`config.mk`:
```
export PLATFORM = sky130hd
export DESIGN_NAME = ls_lane_alignment_sync
export DESIGN_NICKNAME = d
export VERILOG_FILES = /design/src/verilog/ls_align_pkg.sv /design/src/verilog/ls_lane_alignment_sync.sv
export SDC_FILE = /design/constraint.sdc
export NUM_CORES = 2
export LEC_CHECK = 0
export BUFFER_PORTS_ARGS = -buffer_cell sky130_fd_sc_hd__buf_2
export CAP_MARGIN = 20
export CORE_AREA = 2 2 503 305
export DETAILED_ROUTE_END_ITERATION = 7
export DIE_AREA = 0 0 505 307
export GPL_TIMING_DRIVEN = 1
export PLACE_DENSITY = 0.38
export SLEW_MARGIN = 20
export SYNTH_ARGS = -nofsm -noshare
export SYNTH_HDL_FRONTEND = slang
export SYNTH_SLANG_ARGS = --single-unit
```
`constraint.sdc`:
```
create_clock -name clock -period 10.5 [get_ports clock]
set_clock_uncertainty 0.05 [all_clocks]
set_input_delay 3.15 -clock clock [delete_from_list [all_inputs] [get_ports clock]]
set_output_delay 3.15 -clock clock [all_outputs]
set_load 0.005 [all_outputs]
```
`src/verilog/ls_align_pkg.sv`:
```
// What this block does
// - drive link good once bytes are aligned within and across all active lanes
// - restart alignment on lock loss, sync or signal loss, config change, reset, errors
// - send a repeating 49-character pattern on all enabled lanes together
// - each lane has its own 8b/10b encoder, all running in parallel
// - twelve fixed data characters, control flag 0, sent four times in order
// - once link-good input is high, stop pattern and forward high-speed traffic
// - receiver deskews either two or four lanes
// - lane deskew uses the comma character as its marker
// - lock each lane by rotating byte boundaries, then restore order across lanes
// - after alignment, stop checking deskew and carry normal traffic
// - per-lane sync keeps running during alignment and normal operation
// - per-lane sync follows the gigabit 8b/10b acquire and lose diagram
package ls_align_pkg;
	localparam int LANES = 4;
	localparam logic [5:0] PAT_LAST = 6'h30; // 49 characters, positions 0..48
	localparam logic [3:0] GROUP_LAST = 4'hb; // twelve data characters
	localparam logic [95:0] PAT_DATA = {8'hbe, 8'hd7, 8'h23, 8'h47, 8'h6b, 8'h8f,
		8'hb3, 8'h14, 8'h5e, 8'hfb, 8'h35, 8'h59};
	localparam logic [7:0] COMMA_CHAR = 8'hbc;
	localparam logic [9:0] COMMA_RDN = 10'h0fa;
	localparam logic [9:0] COMMA_RDP = 10'h305;
	localparam logic [6:0] COMMA_POS7 = 7'h1f;
	localparam logic [6:0] COMMA_NEG7 = 7'h60;
	localparam logic [2:0] COMMA_ACQ_LAST = 3'h2; // third comma acquires
	localparam logic [2:0] BAD_LOSE_LAST = 3'h3; // fourth net invalid loses
	localparam logic [2:0] GOOD_RECOV_LAST = 3'h3; // four good groups repay one invalid
	localparam logic [2:0] DSK_MAX = 3'h7;
	localparam logic [3:0] MASK_WIDE = 4'hf;
	localparam logic [3:0] MASK_NARROW = 4'h3;

	typedef struct packed {
		logic ctl;
		logic [7:0] data;
	} tx_char_s;

	typedef struct packed {
		logic link_good_in;
		logic pll_lock;
		logic restart;
		logic [3:0] los;
	} pin_s;

	typedef enum logic [2:0] {SY_LOSS = 3'b001, SY_COMMA = 3'b010, SY_ACQ = 3'b100} sync_e;
	typedef enum logic [2:0] {DK_IDLE = 3'b001, DK_WAIT = 3'b010, DK_DONE = 3'b100} dsk_e;
endpackage : ls_align_pkg

```
`src/verilog/ls_lane_alignment_sync.sv`:
```
`timescale 1ns/1ns
module ls_lane_alignment_sync
	import ls_align_pkg::*;
(
	input wire logic clock, // 25 MHz character clock
	input wire logic rst_n, // async reset, active low
	input wire logic wide_mode, // 1: four lanes, 0: two lanes
	input wire tx_char_s [LANES-1:0] hs_char, // traffic from high-speed side
	input wire pin_s pins_raw, // asynchronous pin inputs
	input wire logic [LANES-1:0][9:0] rx_sym, // raw deserialised words, msb first
	output logic [LANES-1:0][9:0] tx_sym, // encoded words per lane
	output logic tx_pattern_active, // alignment pattern being sent
	output logic lane_link_good_out, // receive alignment complete
	output logic [LANES-1:0][9:0] rx_data, // rotated and deskewed words
	output logic [LANES-1:0] rx_lane_sync // per-lane sync acquired
);
	function automatic logic [10:0] enc_8b10b(input tx_char_s c, input logic rd);
		logic [5:0] c6;
		logic [3:0] c4;
		logic rd6;
		logic [4:0] x;
		logic [2:0] y;
		x = c.data[4:0];
		y = c.data[7:5];
		c6 = 6'h00;
		c4 = 4'h0;
		if (c.ctl) begin
			// only the comma control character is produced; it flips disparity
			return {!rd, (rd ? COMMA_RDP : COMMA_RDN)};
		end
		case (x)
			5'd0: c6 = 6'b100111; 5'd1: c6 = 6'b011101; 5'd2: c6 = 6'b101101;
			5'd3: c6 = 6'b110001; 5'd4: c6 = 6'b110101; 5'd5: c6 = 6'b101001;
			5'd6: c6 = 6'b011001; 5'd7: c6 = 6'b111000; 5'd8: c6 = 6'b111001;
			5'd9: c6 = 6'b100101; 5'd10: c6 = 6'b010101; 5'd11: c6 = 6'b110100;
			5'd12: c6 = 6'b001101; 5'd13: c6 = 6'b101100; 5'd14: c6 = 6'b011100;
			5'd15: c6 = 6'b010111; 5'd16: c6 = 6'b011011; 5'd17: c6 = 6'b100011;
			5'd18: c6 = 6'b010011; 5'd19: c6 = 6'b110010; 5'd20: c6 = 6'b001011;
			5'd21: c6 = 6'b101010; 5'd22: c6 = 6'b011010; 5'd23: c6 = 6'b111010;
			5'd24: c6 = 6'b110011; 5'd25: c6 = 6'b100110; 5'd26: c6 = 6'b010110;
			5'd27: c6 = 6'b110110; 5'd28: c6 = 6'b001110; 5'd29: c6 = 6'b101110;
			5'd30: c6 = 6'b011110; default: c6 = 6'b101011;
		endcase
		if (rd && (($countones(c6) != 3) || (x == 5'd7))) begin
			c6 = ~c6;
		end
		rd6 = rd ^ ($countones(c6) != 3);
		case (y)
			3'd0: c4 = 4'b1011; 3'd1: c4 = 4'b1001; 3'd2: c4 = 4'b0101;
			3'd3: c4 = 4'b1100; 3'd4: c4 = 4'b1101; 3'd5: c4 = 4'b1010;
			3'd6: c4 = 4'b0110; default: c4 = 4'b1110;
		endcase
		if ((y == 3'd7) && ((!rd6 && (x == 5'd17 || x == 5'd18 || x == 5'd20))
				|| (rd6 && (x == 5'd11 || x == 5'd13 || x == 5'd14)))) begin
			c4 = 4'b0111;
		end
		if (rd6 && (($countones(c4) != 2) || (y == 3'd3))) begin
			c4 = ~c4;
		end
		return {rd6 ^ ($countones(c4) != 2), c6, c4};
	endfunction : enc_8b10b

	function automatic logic [9:0] pick_word(input logic [19:0] win, input logic [3:0] r);
		logic [9:0] w;
		w = win[19:10];
		for (int i = 1; i < 10; i++) begin
			if (r == 4'(i)) begin
				w = win[19-i -: 10];
			end
		end
		return w;
	endfunction : pick_word

	function automatic logic [4:0] find_comma(input logic [19:0] win);
		logic [4:0] res;
		res = 5'h00;
		for (int i = 9; i >= 0; i--) begin
			if (win[19-i -: 7] == COMMA_POS7 || win[19-i -: 7] == COMMA_NEG7) begin
				res = {1'b1, 4'(i)};
			end
		end
		return res;
	endfunction : find_comma

	function automatic logic is_comma(input logic [9:0] s);
		return (s[9:3] == COMMA_POS7) || (s[9:3] == COMMA_NEG7);
	endfunction : is_comma

	function automatic logic cg_valid(input logic [9:0] s);
		return ($countones(s) >= 4) && ($countones(s) <= 6)
			&& (s[9:4] != 6'h00) && (s[9:4] != 6'h3f);
	endfunction : cg_valid

	// pin synchronisers: a change counts when stages two and three agree
	logic [6:0] ps1_reg, ps2_reg, ps3_reg, pst_reg, pst_next;
	pin_s pins;
	logic wide_reg;
	logic [3:0] act;
	logic link_ok, link_ok_reg, config_chg, restart_ev, all_acq;

	assign pins = pin_s'(pst_reg);
	assign act = wide_mode ? MASK_WIDE : MASK_NARROW;
	assign link_ok = pins.link_good_in;
	assign config_chg = wide_mode != wide_reg;

	always_comb begin
		pst_next = (~(ps2_reg ^ ps3_reg) & ps3_reg) | ((ps2_reg ^ ps3_reg) & pst_reg);
	end

	always_ff @(posedge clock or negedge rst_n) begin
		if (!rst_n) begin
			ps1_reg <= 7'h00;
			ps2_reg <= 7'h00;
			ps3_reg <= 7'h00;
			pst_reg <= 7'h00;
			wide_reg <= 1'b0;
			link_ok_reg <= 1'b0;
		end else begin
			ps1_reg <= pins_raw;
			ps2_reg <= ps1_reg;
			ps3_reg <= ps2_reg;
			pst_reg <= pst_next;
			wide_reg <= wide_mode;
			link_ok_reg <= link_ok;
		end
	end

	// alignment pattern sender
	logic [5:0] pat_pos_reg, pat_pos_next;
	logic [3:0] grp_reg, grp_next;
	logic [LANES-1:0] rd_reg, rd_next;
	logic [LANES-1:0][9:0] tx_sym_reg, tx_sym_next;
	logic tx_act_reg;
	tx_char_s ch;
	logic [10:0] enc;

	always_comb begin
		pat_pos_next = (pat_pos_reg == PAT_LAST) ? 6'h00 : pat_pos_reg + 6'h01;
		grp_next = grp_reg;
		if (pat_pos_reg != 6'h00) begin
			grp_next = (grp_reg == GROUP_LAST) ? 4'h0 : grp_reg + 4'h1;
		end
		if (link_ok || (link_ok_reg && !link_ok) || restart_ev) begin
			pat_pos_next = 6'h00;
			grp_next = 4'h0;
		end
		rd_next = rd_reg;
		tx_sym_next = '0;
		ch = '0;
		enc = '0;
		for (int l = 0; l < LANES; l++) begin
			if (link_ok) begin
				ch = hs_char[l];
			end else if (pat_pos_reg == 6'h00) begin
				ch = '{ctl: 1'b1, data: COMMA_CHAR};
			end else begin
				ch = '{ctl: 1'b0, data: PAT_DATA[95 - 8*grp_reg -: 8]};
			end
			enc = enc_8b10b(ch, rd_reg[l]);
			if (act[l]) begin
				tx_sym_next[l] = enc[9:0];
				rd_next[l] = enc[10];
			end
		end
	end

	always_ff @(posedge clock or negedge rst_n) begin
		if (!rst_n) begin
			pat_pos_reg <= 6'h00;
			grp_reg <= 4'h0;
			rd_reg <= '0;
			tx_sym_reg <= '0;
			tx_act_reg <= 1'b0;
		end else begin
			pat_pos_reg <= pat_pos_next;
			grp_reg <= grp_next;
			rd_reg <= rd_next;
			tx_sym_reg <= tx_sym_next;
			tx_act_reg <= !link_ok;
		end
	end

	// per-lane character synchronisation
	sync_e sy_reg [LANES];
	sync_e sy_next [LANES];
	logic [LANES-1:0][9:0] prev_reg, prev_next, al_reg, al_next;
	logic [LANES-1:0][3:0] rot_reg, rot_next;
	logic [LANES-1:0][2:0] cnt_reg, cnt_next, good_reg, good_next;
	logic [LANES-1:0] sync_out_next;
	logic [19:0] win;
	logic [4:0] fc;
	logic [9:0] cand;

	always_comb begin
		win = '0;
		fc = '0;
		cand = '0;
		for (int l = 0; l < LANES; l++) begin
			win = {prev_reg[l], rx_sym[l]};
			fc = find_comma(win);
			cand = pick_word(win, rot_reg[l]);
			prev_next[l] = rx_sym[l];
			al_next[l] = cand;
			rot_next[l] = rot_reg[l];
			cnt_next[l] = cnt_reg[l];
			good_next[l] = good_reg[l];
			sy_next[l] = sy_reg[l];
			case (sy_reg[l])
				SY_LOSS: begin
					if (fc[4]) begin
						rot_next[l] = fc[3:0];
						al_next[l] = pick_word(win, fc[3:0]);
						cnt_next[l] = 3'h0;
						sy_next[l] = SY_COMMA;
					end
				end
				SY_COMMA: begin
					if (!cg_valid(cand)) begin
						sy_next[l] = SY_LOSS;
					end else if (is_comma(cand)) begin
						cnt_next[l] = cnt_reg[l] + 3'h1;
						if (cnt_reg[l] == COMMA_ACQ_LAST - 3'h1) begin
							sy_next[l] = SY_ACQ;
							cnt_next[l] = 3'h0;
							good_next[l] = 3'h0;
						end
					end
				end
				SY_ACQ: begin
					if (!cg_valid(cand)) begin
						good_next[l] = 3'h0;
						cnt_next[l] = cnt_reg[l] + 3'h1;
						if (cnt_reg[l] == BAD_LOSE_LAST) begin
							sy_next[l] = SY_LOSS;
						end
					end else if (cnt_reg[l] != 3'h0) begin
						good_next[l] = good_reg[l] + 3'h1;
						if (good_reg[l] == GOOD_RECOV_LAST) begin
							good_next[l] = 3'h0;
							cnt_next[l] = cnt_reg[l] - 3'h1;
						end
					end
				end
				default: sy_next[l] = SY_LOSS;
			endcase
			if (pins.los[l] || restart_ev || !act[l]) begin
				sy_next[l] = SY_LOSS;
			end
			sync_out_next[l] = sy_next[l] == SY_ACQ;
		end
	end

	always_ff @(posedge clock or negedge rst_n) begin
		if (!rst_n) begin
			prev_reg <= '0;
			al_reg <= '0;
			rot_reg <= '0;
			cnt_reg <= '0;
			good_reg <= '0;
			rx_lane_sync <= '0;
			for (int l = 0; l < LANES; l++) begin
				sy_reg[l] <= SY_LOSS;
			end
		end else begin
			prev_reg <= prev_next;
			al_reg <= al_next;
			rot_reg <= rot_next;
			cnt_reg <= cnt_next;
			good_reg <= good_next;
			rx_lane_sync <= sync_out_next;
			sy_reg <= sy_next;
		end
	end

	// lane deskew on the comma marker
	dsk_e dk_reg, dk_next;
	logic [9:0] dl_reg [LANES][8];
	logic [9:0] dl_next [LANES][8];
	logic [LANES-1:0][2:0] tap_reg, tap_next;
	logic [LANES-1:0] seen_reg, seen_next;
	logic [2:0] wcnt_reg, wcnt_next;
	logic [LANES-1:0][9:0] rx_data_next;
	logic good_out_next;

	always_comb begin
		all_acq = 1'b1;
		for (int l = 0; l < LANES; l++) begin
			all_acq = all_acq & (!act[l] || sy_reg[l] == SY_ACQ);
		end
		restart_ev = pins.restart || !pins.pll_lock || config_chg
			|| |(pins.los & act);
	end

	always_comb begin
		dk_next = dk_reg;
		tap_next = tap_reg;
		seen_next = seen_reg;
		wcnt_next = wcnt_reg;
		for (int l = 0; l < LANES; l++) begin
			dl_next[l][0] = al_reg[l];
			for (int k = 1; k < 8; k++) begin
				dl_next[l][k] = dl_reg[l][k-1];
			end
		end
		case (dk_reg)
			DK_IDLE: begin
				seen_next = '0;
				tap_next = '0;
				wcnt_next = 3'h0;
				if (all_acq) begin
					dk_next = DK_WAIT;
				end
			end
			DK_WAIT: begin
				for (int l = 0; l < LANES; l++) begin
					if (act[l] && seen_reg[l]) begin
						tap_next[l] = tap_reg[l] + 3'h1;
					end else if (act[l] && is_comma(al_reg[l])) begin
						seen_next[l] = 1'b1;
						tap_next[l] = 3'h0;
					end
				end
				if (seen_reg != '0) begin
					wcnt_next = wcnt_reg + 3'h1;
				end
				if ((seen_next & act) == act) begin
					dk_next = DK_DONE;
				end else if (wcnt_reg == DSK_MAX) begin
					dk_next = DK_IDLE;
				end
				if (!all_acq) begin
					dk_next = DK_IDLE;
				end
			end
			DK_DONE: begin
				if (!all_acq) begin
					dk_next = DK_IDLE;
				end
			end
			default: dk_next = DK_IDLE;
		endcase
		if (restart_ev) begin
			dk_next = DK_IDLE;
		end
		good_out_next = dk_next == DK_DONE;
		// new taps already, so words are aligned as link good rises
		for (int l = 0; l < LANES; l++) begin
			rx_data_next[l] = dl_reg[l][tap_next[l]];
		end
	end

	always_ff @(posedge clock or negedge rst_n) begin
		if (!rst_n) begin
			dk_reg <= DK_IDLE;
			tap_reg <= '0;
			seen_reg <= '0;
			wcnt_reg <= 3'h0;
			rx_data <= '0;
			lane_link_good_out <= 1'b0;
			for (int l = 0; l < LANES; l++) begin
				for (int k = 0; k < 8; k++) begin
					dl_reg[l][k] <= 10'h000;
				end
			end
		end else begin
			dk_reg <= dk_next;
			tap_reg <= tap_next;
			seen_reg <= seen_next;
			wcnt_reg <= wcnt_next;
			rx_data <= rx_data_next;
			lane_link_good_out <= good_out_next;
			dl_reg <= dl_next;
		end
	end

	assign tx_sym = tx_sym_reg;
	assign tx_pattern_active = tx_act_reg;
endmodule : ls_lane_alignment_sync

```
==> impl_metrics.ini <==
[layout]
nNetsFinal = 4519
area_growth_pct = 23.40
fill_cells = 16000
postLayoutCoreUtil_pct = 29.29
final-instance-count-excl-fill = 6367
stdcell_area_um2 = 44260
drive_above_1_share_pct = 20.57
largest_reg_flops = 280

[drt]
first_pass_iters = 6
drt-initial-drc-count = 2685
drt_wl_total_mm = 117.5
vias = 30958
viasPerCell = 4.862
drc = 0
ant_nets = 0
routedWlPerCell_um = 18.46

[logic_synthesis]
syn_nets = 4248
synth.top_cell.area_share_pct = 41.79
synth_edf_count = 0
synth_seq_cells = 604
synth_flop_cell = dfrtp_1
post-synth-top-count-cell = dfrtp_1
synth_area_leaders = dfrtp_1, nand2_1, nor2_1, o21ai_0, ha_1
synth-seq-area-share_pct = 42.16
synthTopCellsByCount = dfrtp_1, nand2_1, nor2_1
synth_warnings = 0
async_flop_share_pct = 100.0
synthCells = 4007
synth_area_leader_cell = dfrtp_1
synth_area_um2 = 35870
yosysUniqueCellTypes = 117
syn_area_per_cell_um2 = 8.952

[critical_path]
worst_ep_arrival_time_ns = 11.66
rr_startpoint = pat_pos_reg[0]
crit_slowest_cell = fa_1
crit_top_cell = fa_1
crit_buf_inv = 10
critPathKind = in2reg
critPathTopFamily = adder cells
reg2reg_to = rd_reg[3]
cp_data_required_time_ns = 11.01
max_stage_delay_ns = 0.53
path_max_fanout = 4
reg2reg_setup_slack_ns = 0.31
endpoint_kind = flop
startpoint_type = input port
r2r_cells = 52

[global_routing]
gr-max-usage-layer = met1
grtUsageMet3_pct = 3.021
grt_pass1_wl_mm = 184.9
grt_pass1_vias = 29724
grt_usage_pct = 15.00
antenna_found_initial = 3
met1_usage_pct = 24.73
overflow = 0
use_met2_pct = 19.31
grt_max_degree = 152

[cts]
cts-root-buf = clkbuf_16
cts_sinks = 604
numCtsBuffers = 69
path_clk_slew_ns = 0.06
holdBufCountCts = 0
htreeDepth = 3
cts_buffer_depth = 3
cts_tree = yes
clk_latency_ns = 0.68

[placement]
gp_congestion = 0.8390
dp_slack_ns = -1.385
place_area_um2 = 40790
dp_hpwl_mm = 82.69
place_inst = 6200
portBuffers = 171

[worst_hold_path]
hold_path.class = reg2reg
hold_path_end = dl_next[89]
min_from = dl_next[99]
whs_path_depth = 0

[power_and_ir_drop]
p_leak_nw = 18.75
vdd_ir_drop_max_uv = 207.5
powerDensity_nw_per_um2 = 255.1

[sta]
period_share_pct = 106.2
drv_slew = 0
fin_setup_tns_ns = -1.707
maxSlewHeadroom_pct = 26.42
fin_crit_ns = 11.15
clock.fmax_ghz = 0.08970
setup_violations = 4
final_hold_viol_count = 0
worst_pin_slew_ns = 1.092
rsz0062_at_grt = true
worst_slack_ns = -0.6481

[floorplan]
die_area_um2 = 155000
fp.dieH_um = 307
start_util_pct = 23.74
pin_count = 172
core-area_um2 = 151100
num_rows = 111
die_x_um = 505

[run]
max-cap-violations = 0

[outcome]
status = finished, violations left
violations = setup timing
-- report_power, final --
part,total (W),internal [W],switching [W]
clock network,0.00265,0.00154,0.00112
registers,0.00310,0.00281,0.000285
logic,0.00554,0.00271,0.00283
-- metal layers --
| metal | up-vias | share of wire [%] |
|---|---|---|
| li1 | 14967 | - |
| met1 | 15122 | 55 |
| met2 | 764 | 38 |
| met3 | 105 | 5.1 |
| met4 | 0 | 1.6 |
| met5 | - | 0 |
-- through the flow --
| step | total power, W | hold slack [ns] |
|---|---|---|
| floorplan | 0.006292 | 0.2812 |
| global placement | 0.007965 | 0.2830 |
| detailed placement | 0.007943 | 0.2847 |
| CTS | 0.01096 | 0.2857 |
| global route | 0.01222 | 0.3036 |
| finish | 0.01129 | 0.2915 |
-- worst reg2reg max path, delay by kind of cell, from the launching register on --
kind / cells / cell delay, ns
compound gates: 9 / 1.42
xor+xnor: 5 / 0.81
flops: 1 / 0.41
simple gates: 11 / 1.74
buf+inv: 12 / 1.03
fa+ha+maj: 15 / 4.61
-- placed cells by master (no fill, tap or decap), types with 32 or more instances in the layout --
cell	Yosys	final
nand3_1	145	143
fa_1	48	48
o211ai_1	64	64
inv_1	143	123
clkbuf_16	0	69
a21oi_1	204	195
nor3_1	74	71
a31oi_1	59	55
dfrtp_1	599	598
buf_2	55	164
mux2i_1	64	64
nand2_1	535	514
a21o_1	35	32
o21a_1	46	46
a211oi_1	44	37
o22ai_1	43	43
buf_4	10	288
nor2_1	377	360
o21ai_0	280	271
ha_1	107	76
nand2b_1	52	47
nor2b_1	57	57
-- repair_timing --
action | in CTS | in global routing
setup endpoints to repair | 6 | 17
resized for setup | 59 | 84
pin swaps | 58 | 76
setup buffers | 22 | 21
-- cells by family (layout without fill, tap and decap cells) --
group,Yosys count,in the layout,share of synthesized area [%]
adders and majority gates,163,163,6.635
other,0,1,0
DFF,604,604,42.16
buffers and inverters,427,752,4.856
xor gates and xnor gates,63,63,1.538
and+or+nand+nor,1533,1533,20.66
AOI/OAI and AO/OA,1114,1114,20.88
muxes,103,103,3.272
-- how the worst max path moves through the flow --
stage                      from        end  cells after the start
CTS                 hs_char[30]  rd_reg[3]                     46
global placement    hs_char[30]  rd_reg[3]                     45
floorplan           hs_char[27]  rd_reg[3]                     45
finish              hs_char[27]  rd_reg[3]                     46
detailed placement  hs_char[29]  rd_reg[3]                     44
global route        hs_char[27]  rd_reg[3]                     44
-- layout make-up --
type                       count  area [um^2]  area share, %
tap                         2034         2545          5.750
sequential                   604        15120          34.16
clock inverter                42        574.3          1.297
clock buffer                  83         1859          4.201
inverter                     148        568.0          1.283
timing repair buffer         479         3321          7.502
antenna                        1        2.502       0.005654
multi-input combinational   2976        20270          45.80
Power figures use the tool's default switching activity.
